<file path="src/rtl/leaf_entry_pkg.sv">
package leaf_entry_pkg;
   // register byte offsets on the 32-bit Avalon-MM slave
   localparam logic [4:0] OFF_ENTRY_LO = 5'h00;
   localparam logic [4:0] OFF_ENTRY_HI = 5'h04;
   localparam logic [4:0] OFF_CTRL     = 5'h08;
   localparam logic [4:0] OFF_STATUS   = 5'h0C;
   localparam logic [4:0] OFF_BASE_LO  = 5'h10;
   localparam logic [4:0] OFF_BASE_HI  = 5'h14;
   localparam logic [4:0] OFF_RESULT   = 5'h18;
   localparam logic [4:0] OFF_DENIES   = 5'h1C;

   // entry field positions
   localparam int ENTRY_W        = 64;
   localparam int BIT_READ       = 0;
   localparam int BIT_WRITE      = 1;
   localparam int BIT_EXEC       = 2;
   localparam int MT_LSB         = 3;
   localparam int MT_W           = 3;
   localparam int BIT_IGN_TABLE  = 6;
   localparam int BIT_LARGE_PAGE = 7;
   localparam int BIT_SNOOP      = 11;
   localparam int TABLE_LSB      = 12;
   localparam int PAGE_LSB       = 21;
   localparam int RSVD_TOP       = 51;

   // control register bits
   localparam int CTRL_MT_OVR    = 0;
   localparam int CTRL_EXEC_EN   = 1;
   localparam int CTRL_SNOOP_SUP = 2;
   localparam int CTRL_ZLR_SUP   = 3;
   localparam int CTRL_W         = 4;
   localparam logic [CTRL_W-1:0] CTRL_RESET = 4'h0;

   // status register bits
   localparam int ST_LEAF      = 0;
   localparam int ST_RSVD_ERR  = 1;
   localparam int ST_MT_DEF    = 2;
   localparam int ST_READ      = 3;
   localparam int ST_WRITE     = 4;
   localparam int ST_EXEC      = 5;
   localparam int ST_SNOOP     = 6;
   localparam int ST_IGN_TABLE = 7;
   localparam int ST_MT_LSB    = 8;

   // result register bits (last request answered)
   localparam int RS_ALLOW     = 0;
   localparam int RS_SNOOP     = 1;
   localparam int RS_NFIELD    = 2;
   localparam int RS_USE_TABLE = 3;
   localparam int RS_MT_VALID  = 4;

   // memory type encodings
   localparam logic [MT_W-1:0] MT_UC = 3'h0;
   localparam logic [MT_W-1:0] MT_WC = 3'h1;
   localparam logic [MT_W-1:0] MT_WT = 3'h4;
   localparam logic [MT_W-1:0] MT_WP = 3'h5;
   localparam logic [MT_W-1:0] MT_WB = 3'h6;

   // only five encodings name a memory type; the rest are reserved
   function automatic logic mt_defined(input logic [MT_W-1:0] mt);
      return (mt == MT_UC) || (mt == MT_WC) || (mt == MT_WT) || (mt == MT_WP) || (mt == MT_WB);
   endfunction : mt_defined
endpackage : leaf_entry_pkg

</file>
<file path="src/rtl/entry_field_decoder.sv">
`timescale 1ns/1ps
`default_nettype none
module entry_field_decoder
   import leaf_entry_pkg::*;
#(
   parameter int HOST_ADDRESS_WIDTH = 48
) (
   input  wire logic [ENTRY_W-1:0]            entry,
   input  wire logic                          snoop_control_support,
   output logic                               large_page_flag,
   output logic                               rsvd_err,
   output logic [HOST_ADDRESS_WIDTH-1:0]      base,
   output logic                               read_bit,
   output logic                               write_bit,
   output logic                               exec_bit,
   output logic                               force_snoop,
   output logic                               ignore_attribute_table,
   output logic [MT_W-1:0]                    memory_type_field,
   output logic                               mt_is_defined
);
   // field extraction and reserved-bit scan
   always_comb begin
      logic upper_rsvd;
      logic mid_rsvd;
      upper_rsvd = 1'b0;
      mid_rsvd   = 1'b0;
      for (int i = HOST_ADDRESS_WIDTH; i <= RSVD_TOP; i++) begin
         upper_rsvd = upper_rsvd | entry[i];
      end
      for (int i = TABLE_LSB; i < PAGE_LSB; i++) begin
         mid_rsvd = mid_rsvd | entry[i];
      end
      large_page_flag = entry[BIT_LARGE_PAGE];
      base = '0;
      if (large_page_flag) begin
         base[HOST_ADDRESS_WIDTH-1:PAGE_LSB] = entry[HOST_ADDRESS_WIDTH-1:PAGE_LSB];
      end else begin
         base[HOST_ADDRESS_WIDTH-1:TABLE_LSB] = entry[HOST_ADDRESS_WIDTH-1:TABLE_LSB]; // next table
      end
      // snoop bit is a must-be-zero bit without snoop control
      force_snoop = snoop_control_support & entry[BIT_SNOOP];
      rsvd_err = upper_rsvd
               | (large_page_flag & mid_rsvd)
               | (large_page_flag & ~snoop_control_support & entry[BIT_SNOOP]);
      read_bit  = entry[BIT_READ];
      write_bit = entry[BIT_WRITE];
      exec_bit  = entry[BIT_EXEC];
      ignore_attribute_table = entry[BIT_IGN_TABLE];
      memory_type_field = entry[MT_LSB +: MT_W];
      mt_is_defined = mt_defined(memory_type_field);
   end
endmodule : entry_field_decoder
`default_nettype wire

</file>
<file path="src/rtl/access_checker.sv">
`timescale 1ns/1ps
`default_nettype none
module access_checker
   import leaf_entry_pkg::*;
(
   input  wire logic            large_page_flag,
   input  wire logic            rsvd_err,
   input  wire logic            read_bit,
   input  wire logic            write_bit,
   input  wire logic            exec_bit,
   input  wire logic            force_snoop,
   input  wire logic            ignore_attribute_table,
   input  wire logic            mt_is_defined,
   input  wire logic            memory_type_override_enable,
   input  wire logic            second_level_execute_enable,
   input  wire logic            zero_length_read_support,
   input  wire logic            req_translation,
   input  wire logic            req_pasid,
   input  wire logic            req_nested_coherent,
   input  wire logic            req_read,
   input  wire logic            req_write,
   input  wire logic            req_exec,
   input  wire logic            req_zero_length,
   input  wire logic            no_snoop_attr,
   output logic                 read_ok,
   output logic                 write_ok,
   output logic                 exec_ok,
   output logic                 allow,
   output logic                 snoop,
   output logic                 n_field,
   output logic                 use_attr_table,
   output logic                 mt_valid
);
   // permission checks; a denied kind only matters if the request asks for it
   always_comb begin
      logic zlr_skip;
      logic mt_applies;
      zlr_skip = zero_length_read_support & req_zero_length & (write_bit | exec_bit);
      read_ok  = read_bit | zlr_skip;
      write_ok = write_bit;
      exec_ok  = exec_bit | ~second_level_execute_enable;
      allow = large_page_flag & ~rsvd_err
            & (~req_read | read_ok)
            & (~req_write | write_ok)
            & (~req_exec | exec_ok);
      // snoop override only counts without pasid
      if (req_pasid) begin
         snoop   = 1'b1;
         n_field = 1'b1;
      end else begin
         snoop   = force_snoop | ~no_snoop_attr;
         n_field = force_snoop;
      end
      // attribute-table bypass only for nested pasid traffic under override
      mt_applies = memory_type_override_enable & req_pasid & req_nested_coherent;
      use_attr_table = ~(mt_applies & ignore_attribute_table);
      mt_valid = memory_type_override_enable & mt_is_defined;
      // snoop matters for untranslated traffic, the n field only for translation completions
      if (req_translation) begin
         snoop   = 1'b0;
      end else begin
         n_field = 1'b0;
      end
   end
endmodule : access_checker
`default_nettype wire

</file>
<file path="src/rtl/two_mb_leaf_entry_decoder.sv">
// Notes on behaviour
// - a leaf entry gives the host physical page base from entry bits host_address_width-1 down to 21.
// - without snoop control support, bit 11 is a must-be-zero reserved bit, not a snoop override.
// - untranslated requests without pasid snoop whenever force_snoop is 1, whatever their no-snoop attribute.
// - translation requests without pasid return force_snoop as the completion's non-snooped field.
// - requests with pasid ignore force_snoop, and untranslated ones always snoop.
// - translation requests with pasid always return the non-snooped field as one.
// - the entry is a 2-MByte leaf only when bit 7 is 1, otherwise it points to a next-level table.
// - under memory type override, nested pasid requests from coherent devices use the attribute table when bit 6 is 0.
// - under memory type override, bits 5:3 give the memory type, and are ignored otherwise.
// - memory type codes other than 0h, 1h, 4h, 5h and 6h are reserved, never a valid type.
// - with second-level execute enabled, execute is denied when bit 2 is 0.
// - write is denied when bit 1 is 0.
// - read is denied when bit 0 is 0.
// - with zero-length-read support, zero-length reads skip the read check when bit 1 or bit 2 is 1.
`timescale 1ns/1ps
`default_nettype none
module two_mb_leaf_entry_decoder
   import leaf_entry_pkg::*;
#(
   parameter int HOST_ADDRESS_WIDTH = 48,
   parameter int DENY_CNT_W         = 16
) (
   input  wire logic                          clk,
   input  wire logic                          rst_n,
   // avalon-mm slave
   input  wire logic [4:0]                    avs_address,
   input  wire logic                          avs_read,
   input  wire logic                          avs_write,
   input  wire logic [31:0]                   avs_writedata,
   input  wire logic [3:0]                    avs_byteenable,
   output logic [31:0]                        avs_readdata,
   output logic                               avs_waitrequest,
   // table walker
   input  wire logic                          walk_valid,
   input  wire logic [ENTRY_W-1:0]            walk_entry,
   output logic                               walk_done,
   output logic                               walk_leaf,
   output logic                               walk_rsvd_err,
   output logic [HOST_ADDRESS_WIDTH-1:0]      walk_base,
   // dma request pipeline
   input  wire logic                          req_valid,
   input  wire logic                          req_translation,
   input  wire logic                          req_pasid,
   input  wire logic                          req_nested_coherent,
   input  wire logic                          req_read,
   input  wire logic                          req_write,
   input  wire logic                          req_exec,
   input  wire logic                          req_zero_length,
   input  wire logic                          no_snoop_attr,
   output logic                               resp_valid,
   output logic                               resp_allow,
   output logic                               resp_snoop,
   output logic                               resp_n_field,
   output logic                               resp_use_attr_table,
   output logic                               resp_mt_valid,
   output logic [MT_W-1:0]                    resp_memory_type
);
   logic [ENTRY_W-1:0]               entry_q;
   logic [CTRL_W-1:0]                ctrl_q;
   logic                             load_q;
   logic                             walk_done_q;
   logic                             rd_ack_q;
   logic [31:0]                      rdata_q;
   logic [DENY_CNT_W-1:0]            deny_cnt_q;

   // decoded entry, registered so walker and status see flop outputs
   logic                             leaf_d, leaf_q;
   logic                             rsvd_d, rsvd_q;
   logic [HOST_ADDRESS_WIDTH-1:0]    base_d, base_q;
   logic                             rd_bit_d, rd_bit_q;
   logic                             wr_bit_d, wr_bit_q;
   logic                             ex_bit_d, ex_bit_q;
   logic                             fsnp_d, fsnp_q;
   logic                             ignt_d, ignt_q;
   logic [MT_W-1:0]                  mt_d, mt_q;
   logic                             mtdef_d, mtdef_q;

   logic                             read_ok, write_ok, exec_ok;
   logic                             allow_c, snoop_c, nfield_c, usetab_c, mtval_c;
   logic                             wr_hit;
   logic [63:0]                      base_w;

   // resp registers
   logic                             resp_valid_q, resp_allow_q, resp_snoop_q, resp_n_q;
   logic                             resp_usetab_q, resp_mtval_q;
   logic [MT_W-1:0]                  resp_mt_q;

   entry_field_decoder #(
      .HOST_ADDRESS_WIDTH (HOST_ADDRESS_WIDTH)
   ) u_dec (
      .entry                  (entry_q),
      .snoop_control_support  (ctrl_q[CTRL_SNOOP_SUP]),
      .large_page_flag        (leaf_d),
      .rsvd_err               (rsvd_d),
      .base                   (base_d),
      .read_bit               (rd_bit_d),
      .write_bit              (wr_bit_d),
      .exec_bit               (ex_bit_d),
      .force_snoop            (fsnp_d),
      .ignore_attribute_table (ignt_d),
      .memory_type_field      (mt_d),
      .mt_is_defined          (mtdef_d)
   );

   access_checker u_chk (
      .large_page_flag             (leaf_q),
      .rsvd_err                    (rsvd_q),
      .read_bit                    (rd_bit_q),
      .write_bit                   (wr_bit_q),
      .exec_bit                    (ex_bit_q),
      .force_snoop                 (fsnp_q),
      .ignore_attribute_table      (ignt_q),
      .mt_is_defined               (mtdef_q),
      .memory_type_override_enable (ctrl_q[CTRL_MT_OVR]),
      .second_level_execute_enable (ctrl_q[CTRL_EXEC_EN]),
      .zero_length_read_support    (ctrl_q[CTRL_ZLR_SUP]),
      .req_translation             (req_translation),
      .req_pasid                   (req_pasid),
      .req_nested_coherent         (req_nested_coherent),
      .req_read                    (req_read),
      .req_write                   (req_write),
      .req_exec                    (req_exec),
      .req_zero_length             (req_zero_length),
      .no_snoop_attr               (no_snoop_attr),
      .read_ok                     (read_ok),
      .write_ok                    (write_ok),
      .exec_ok                     (exec_ok),
      .allow                       (allow_c),
      .snoop                       (snoop_c),
      .n_field                     (nfield_c),
      .use_attr_table              (usetab_c),
      .mt_valid                    (mtval_c)
   );

   // writes finish in their first cycle; reads wait one cycle for registered data
   assign wr_hit          = avs_write & ~avs_read;
   assign avs_waitrequest = avs_read & ~rd_ack_q;
   assign avs_readdata    = rdata_q;

   // byte-lane merge for writable words
   function automatic logic [31:0] merge_be(input logic [31:0] old_v, input logic [31:0] new_v,
                                            input logic [3:0] be);
      logic [31:0] r;
      r = old_v;
      for (int b = 0; b < 4; b++) begin
         if (be[b]) begin
            r[b*8 +: 8] = new_v[b*8 +: 8];
         end
      end
      return r;
   endfunction : merge_be

   // entry holder: walker load takes priority over a software write in the same cycle
   always_ff @(posedge clk or negedge rst_n) begin
      if (!rst_n) begin
         entry_q <= '0;
      end else if (walk_valid) begin
         entry_q <= walk_entry;
      end else if (wr_hit && avs_address == OFF_ENTRY_LO) begin
         entry_q[31:0] <= merge_be(entry_q[31:0], avs_writedata, avs_byteenable);
      end else if (wr_hit && avs_address == OFF_ENTRY_HI) begin
         entry_q[63:32] <= merge_be(entry_q[63:32], avs_writedata, avs_byteenable);
      end
   end

   // context and capability controls
   always_ff @(posedge clk or negedge rst_n) begin
      if (!rst_n) begin
         ctrl_q <= CTRL_RESET;
      end else if (wr_hit && avs_address == OFF_CTRL && avs_byteenable[0]) begin
         ctrl_q <= avs_writedata[CTRL_W-1:0];
      end
   end

   // decode stage register, refreshed every cycle from the held entry
   always_ff @(posedge clk or negedge rst_n) begin
      if (!rst_n) begin
         leaf_q   <= 1'b0;
         rsvd_q   <= 1'b0;
         base_q   <= '0;
         rd_bit_q <= 1'b0;
         wr_bit_q <= 1'b0;
         ex_bit_q <= 1'b0;
         fsnp_q   <= 1'b0;
         ignt_q   <= 1'b0;
         mt_q     <= MT_UC;
         mtdef_q  <= 1'b0;
      end else begin
         leaf_q   <= leaf_d;
         rsvd_q   <= rsvd_d;
         base_q   <= base_d;
         rd_bit_q <= rd_bit_d;
         wr_bit_q <= wr_bit_d;
         ex_bit_q <= ex_bit_d;
         fsnp_q   <= fsnp_d;
         ignt_q   <= ignt_d;
         mt_q     <= mt_d;
         mtdef_q  <= mtdef_d;
      end
   end

   // walker answer two edges after walk_valid: entry edge, then decode edge
   always_ff @(posedge clk or negedge rst_n) begin
      if (!rst_n) begin
         load_q      <= 1'b0;
         walk_done_q <= 1'b0;
      end else begin
         load_q      <= walk_valid;
         walk_done_q <= load_q;
      end
   end

   assign walk_done     = walk_done_q;
   assign walk_leaf     = leaf_q;
   assign walk_rsvd_err = rsvd_q;
   assign walk_base     = base_q;

   // request answer one edge after req_valid, checked against the decoded entry
   always_ff @(posedge clk or negedge rst_n) begin
      if (!rst_n) begin
         resp_valid_q  <= 1'b0;
         resp_allow_q  <= 1'b0;
         resp_snoop_q  <= 1'b0;
         resp_n_q      <= 1'b0;
         resp_usetab_q <= 1'b1;
         resp_mtval_q  <= 1'b0;
         resp_mt_q     <= MT_UC;
      end else begin
         resp_valid_q <= req_valid;
         if (req_valid) begin
            resp_allow_q  <= allow_c;
            resp_snoop_q  <= ~req_translation & snoop_c;
            resp_n_q      <= req_translation & nfield_c;
            resp_usetab_q <= usetab_c;
            resp_mtval_q  <= mtval_c;
            resp_mt_q     <= ctrl_q[CTRL_MT_OVR] ? mt_q : MT_UC;    // field ignored without override
         end
      end
   end

   assign resp_valid          = resp_valid_q;
   assign resp_allow          = resp_allow_q;
   assign resp_snoop          = resp_snoop_q;
   assign resp_n_field        = resp_n_q;
   assign resp_use_attr_table = resp_usetab_q;
   assign resp_mt_valid       = resp_mtval_q;
   assign resp_memory_type    = resp_mt_q;

   // denial counter saturates so software never sees a wrap as few denials
   always_ff @(posedge clk or negedge rst_n) begin
      if (!rst_n) begin
         deny_cnt_q <= '0;
      end else if (wr_hit && avs_address == OFF_DENIES) begin
         deny_cnt_q <= '0;
      end else if (req_valid && !allow_c && deny_cnt_q != '1) begin
         deny_cnt_q <= deny_cnt_q + 1'b1;
      end
   end

   assign base_w = 64'(base_q);

   // read data register and one-cycle read acknowledge
   always_ff @(posedge clk or negedge rst_n) begin
      if (!rst_n) begin
         rd_ack_q <= 1'b0;
         rdata_q  <= 32'h0000_0000;
      end else begin
         rd_ack_q <= avs_read & ~rd_ack_q;
         if (avs_read && !rd_ack_q) begin
            rdata_q <= 32'h0000_0000;                               // unmapped reads return zero
            unique case (avs_address)
               OFF_ENTRY_LO: rdata_q <= entry_q[31:0];
               OFF_ENTRY_HI: rdata_q <= entry_q[63:32];
               OFF_CTRL:     rdata_q[CTRL_W-1:0] <= ctrl_q;
               OFF_STATUS: begin
                  rdata_q[ST_LEAF]      <= leaf_q;
                  rdata_q[ST_RSVD_ERR]  <= rsvd_q;
                  rdata_q[ST_MT_DEF]    <= mtdef_q;
                  rdata_q[ST_READ]      <= read_ok;
                  rdata_q[ST_WRITE]     <= write_ok;
                  rdata_q[ST_EXEC]      <= exec_ok;
                  rdata_q[ST_SNOOP]     <= fsnp_q;
                  rdata_q[ST_IGN_TABLE] <= ignt_q;
                  rdata_q[ST_MT_LSB +: MT_W] <= mt_q;
               end
               OFF_BASE_LO:  rdata_q <= base_w[31:0];
               OFF_BASE_HI:  rdata_q <= base_w[63:32];
               OFF_RESULT: begin
                  rdata_q[RS_ALLOW]     <= resp_allow_q;
                  rdata_q[RS_SNOOP]     <= resp_snoop_q;
                  rdata_q[RS_NFIELD]    <= resp_n_q;
                  rdata_q[RS_USE_TABLE] <= resp_usetab_q;
                  rdata_q[RS_MT_VALID]  <= resp_mtval_q;
               end
               OFF_DENIES:   rdata_q[DENY_CNT_W-1:0] <= deny_cnt_q;
               default:      rdata_q <= 32'h0000_0000;
            endcase
         end
      end
   end
endmodule : two_mb_leaf_entry_decoder
`default_nettype wire

</file>
<file path="config.mk">
export PLATFORM = sky130hd
export DESIGN_NAME = two_mb_leaf_entry_decoder
export DESIGN_NICKNAME = d
export VERILOG_FILES = /design/src/rtl/leaf_entry_pkg.sv /design/src/rtl/entry_field_decoder.sv /design/src/rtl/access_checker.sv /design/src/rtl/two_mb_leaf_entry_decoder.sv
export SDC_FILE = /design/constraint.sdc
export NUM_CORES = 1
export LEC_CHECK = 0
export BUFFER_PORTS_ARGS = -buffer_cell sky130_fd_sc_hd__buf_2
export CORE_MARGIN = 4
export CORE_UTILIZATION = 40
export DETAILED_ROUTE_END_ITERATION = 6
export HOLD_SLACK_MARGIN = 0.1
export PLACE_DENSITY = 0.67
export SYNTH_ARGS = -nofsm -noshare
export SYNTH_HDL_FRONTEND = slang
export SYNTH_SLANG_ARGS = --single-unit
export TNS_END_PERCENT = 10
</file>
<file path="constraint.sdc">
create_clock -name clk -period 2 [get_ports clk]
set_input_delay 0.2 -clock clk [delete_from_list [all_inputs] [get_ports clk]]
set_output_delay 0.2 -clock clk [all_outputs]
set_load 0.05 [all_outputs]
</file>
==> results.py <==
metrics = {
    "clock_tree": {
        "clk_pin_slew_ps": 60,
        "insertion_delay_ps": 430,
        "numClockSinks": 175,
        "postCtsSetupBuffers": 0,
        "clockBufferDepth": 2,
        "cts_tree": "built",
        "cts_made_buffers": 17,
        "clockRootBuffer": "clkbuf_16",
        "htreeDepth": 4,
    },
    "layout": {
        "final_common_cell": "buf_2",
        "nFillCells": 1666,
        "antenna_cells": 0,
        "syn_to_final_growth_pct": 36.3,
        "nets": 1171,
        "final_cell_mix": "buf_2 (197), dfrtp_1 (174), nand2_1 (111)",
        "layout-drive-gt1-share_pct": 28.5,
    },
    "power": {
        "powerDensity_mw_per_mm2": 858,
        "p_total_mw": 9.00,
        "ir_drop_uv": 757,
        "total_leakage_power_nw": 4.96,
    },
    "worst_setup_path": {
        "cp_data_required_time_ps": 2360,
        "cp.depth": 5,
        "worst-path-buf-inv": 0,
        "crit_family": "simple AND/OR/NAND/NOR gates",
        "slowest_stage": "or3_1",
        "rr_startpoint": "deny_cnt_q[7]",
        "cp-start-kind": "flop",
        "worstPathCellList": "nand4_1 > or2_1 > or3_1 > nand4_1 > mux2i_1",
        "critPathLaunch": "deny_cnt_q[7]",
        "worstSetupEndpointType": "flop",
        "crit_top_cell": "nand4_1",
        "critPathMaxFanout": 8,
        "reg2reg_depth": 5,
        "criticalPathCategory": "flop to flop",
        "worst_ep_arrival_time_ps": 2230,
        "crit_path_max_incr_delay_ps": 540,
    },
    "drt": {
        "route.detailed.drc": 0,
        "wl_per_cell_um": 18.6,
        "routed_wl_um": 24600,
        "dr.first_iter.drc_count": 676,
        "vias_per_cell": 5.32,
        "vias": 7030,
        "dr.pass1.iters": 6,
        "ant_nets": 0,
    },
    "global_route": {
        "grt_max_degree": 50,
        "gr-usage-met2_pct": 37.3,
        "antenna_found_initial": 0,
        "met3_usage_pct": 4.90,
        "grt_pass1_vias": 7013,
        "use_met1_pct": 30.1,
        "top_usage_layer": "met2",
        "groute.usage.overall_pct": 23.0,
        "grt_pass1_wl_um": 38600,
        "grt_overflow": 0,
    },
    "sta": {
        "fin_setup_tns_ps": 0,
        "setup_viol": 0,
        "finalCriticalPeriod_ps": 1870,
        "worst_slew_pin_slew_ps": 591,
        "fmax_mhz": 534,
        "finalHoldViolations": 0,
        "slew_headroom_pct": 60.6,
        "setup_ws_ps": 126,
        "slew_violations": 0,
        "fin_skew_ps": 8.27,
        "fin_crit_sh_pct": 93.7,
        "rsz0062_at_grt": "no",
    },
    "place": {
        "pre_cts_ws_ps": 89.5,
        "io_buffers": 199,
        "routabilityCongestion": 0.912,
        "dp_hpwl_um": 17700,
    },
    "hold_path": {
        "min_path_type": "input pin to flop",
        "hold_start": "walk_entry[40]",
        "holdPathStages": 3,
    },
    "floorplan": {
        "chipHeight_um": 147,
        "io_pins": 212,
        "die_x_um": 147,
        "dieArea_mm2": 0.0215,
        "initial_utilization_pct": 40.9,
        "rows": 50,
        "core_mm2": 0.0188,
    },
    "synth": {
        "synthesis.area_mm2": 0.00769,
        "ys_top_cells_by_area": "dfrtp_1 (57%), nand2_1 (5.4%), o21ai_0 (5.2%), a21oi_1 (4.9%), nor2b_1 (3.5%)",
        "synth_cells": 764,
        "ys_warn_count": 0,
        "synth.distinct_cells": 58,
        "ys_seq_area_share_pct": 56.9,
        "async_reset_ff_share_pct": 100,
        "synth_top_area_cell": "dfrtp_1",
        "ys_ff_latch": 175,
        "yosysTopAreaCellShare_pct": 56.6,
        "ys.flop_type": "dfrtp_1",
        "synth_edf_count": 0,
        "avgSynthCellArea_um2": 10.1,
    },
    "run": {
        "maxCapViolCount": 0,
    },
    "run_status": {
        "status": "complete, no violations",
    },
}
==> kinds of logic (layout without fill, tap and decap cells) <==
family	count (synthesis)	count (layout)	synth area share (%)
adder cells (fa/ha/maj)	1	1	0.163
AND/OR/NAND/NOR	249	249	16.3
AO/OA/AOI/OAI	260	260	21.2
buffers and inverters	70	356	4.23
multiplexers	8	8	1.12
other	1	12	0.0487
flip-flops	175	175	56.9
==> Yosys cell counts, drive strengths merged (2+ instances only) <==
library cell,count
and3,8
a221oi,2
nor3,6
nand3,24
a222oi,24
o21a,2
o211ai,2
o31ai,2
and2,3
a21oi,75
buf,23
a22oi,22
a211oi,3
a31oi,8
and4,2
or4b,2
o21ai,92
or3,4
nor4,4
clkbuf,36
dfrtp,174
nand2,111
a22o,16
o311ai,2
or4,2
inv,11
nor2,20
nor3b,2
or2,2
a32oi,4
mux2i,3
nand4,6
nand2b,7
mux2,5
nor2b,43
==> state kept, by name (all words and copies together) (netlist names), 3 cells and up <==
name,count
deny_cnt_q,16
resp_memory_type,3
avs_readdata,32
entry_q,64
ctrl_q,4
walk_base,36
mt_q,3
==> per-layer routing <==
metal / part of all wire (%) / vias up / routed length, µm
met5: 0 / - / 0
li1: - / 3339 / -
met3: 7.2 / 48 / 1780
met1: 42 / 3324 / 10300
met4: 2.9 / 0 / 718
met2: 48 / 319 / 11900
==> worst register-to-register path, stage by stage, from the launching register on <==
cell,delay [ps]
dfrtp_1,430
nand4_1,150
or2_1,320
or3_1,540
nand4_1,180
mux2i_1,180
==> layout make-up <==
class	instances	area [µm²]	area share (%)
clock inverter	9	111	1.06
tap	260	325	3.10
inverter	11	41.3	0.394
clock buffer	20	457	4.36
sequential	175	4380	41.8
timing repair buffer	316	2120	20.2
multi-input combinational	530	3050	29.1
==> where the power goes <==
part	switching [mW]	leakage [nW]	internal, mW
sequential	0.288	2.23	3.87
combinational	1.04	2.45	0.569
clock	1.35	0.280	1.89
total	2.67	4.96	6.33
==> stage by stage <==
step | area [µm²] | cells | util (%) | hold slack (ps)
after floorplan | 7730 | 775 | - | -95.6
after global placement | 9260 | 1228 | 49.2 | 172
after global routing | 10500 | 1321 | 55.7 | 108
after detailed placement | 9260 | 1228 | 49.2 | 169
final | 10500 | 1321 | 55.7 | 103
after CTS | 10500 | 1321 | 55.6 | 103
==> path summary, 6_finish.rpt <==
| kind | slack [ps] | endpoint |
|---|---|---|
| min in group asynchronous | 280 | ctrl_q[0] |
| min reg2reg | 350 | walk_done |
| max in group asynchronous | 1030 | entry_q[48] |
| max | 130 | deny_cnt_q[7] |
| max reg2reg | 130 | deny_cnt_q[7] |
| min | 100 | entry_q[40] |
==> what timing repair did <==
action,CTS,global route
hold buffers,64,0
gates resized for setup,0,4
endpoints found under the setup margin,0,7
endpoints found under the hold margin,111,0
Power figures use the tool's default switching activity.
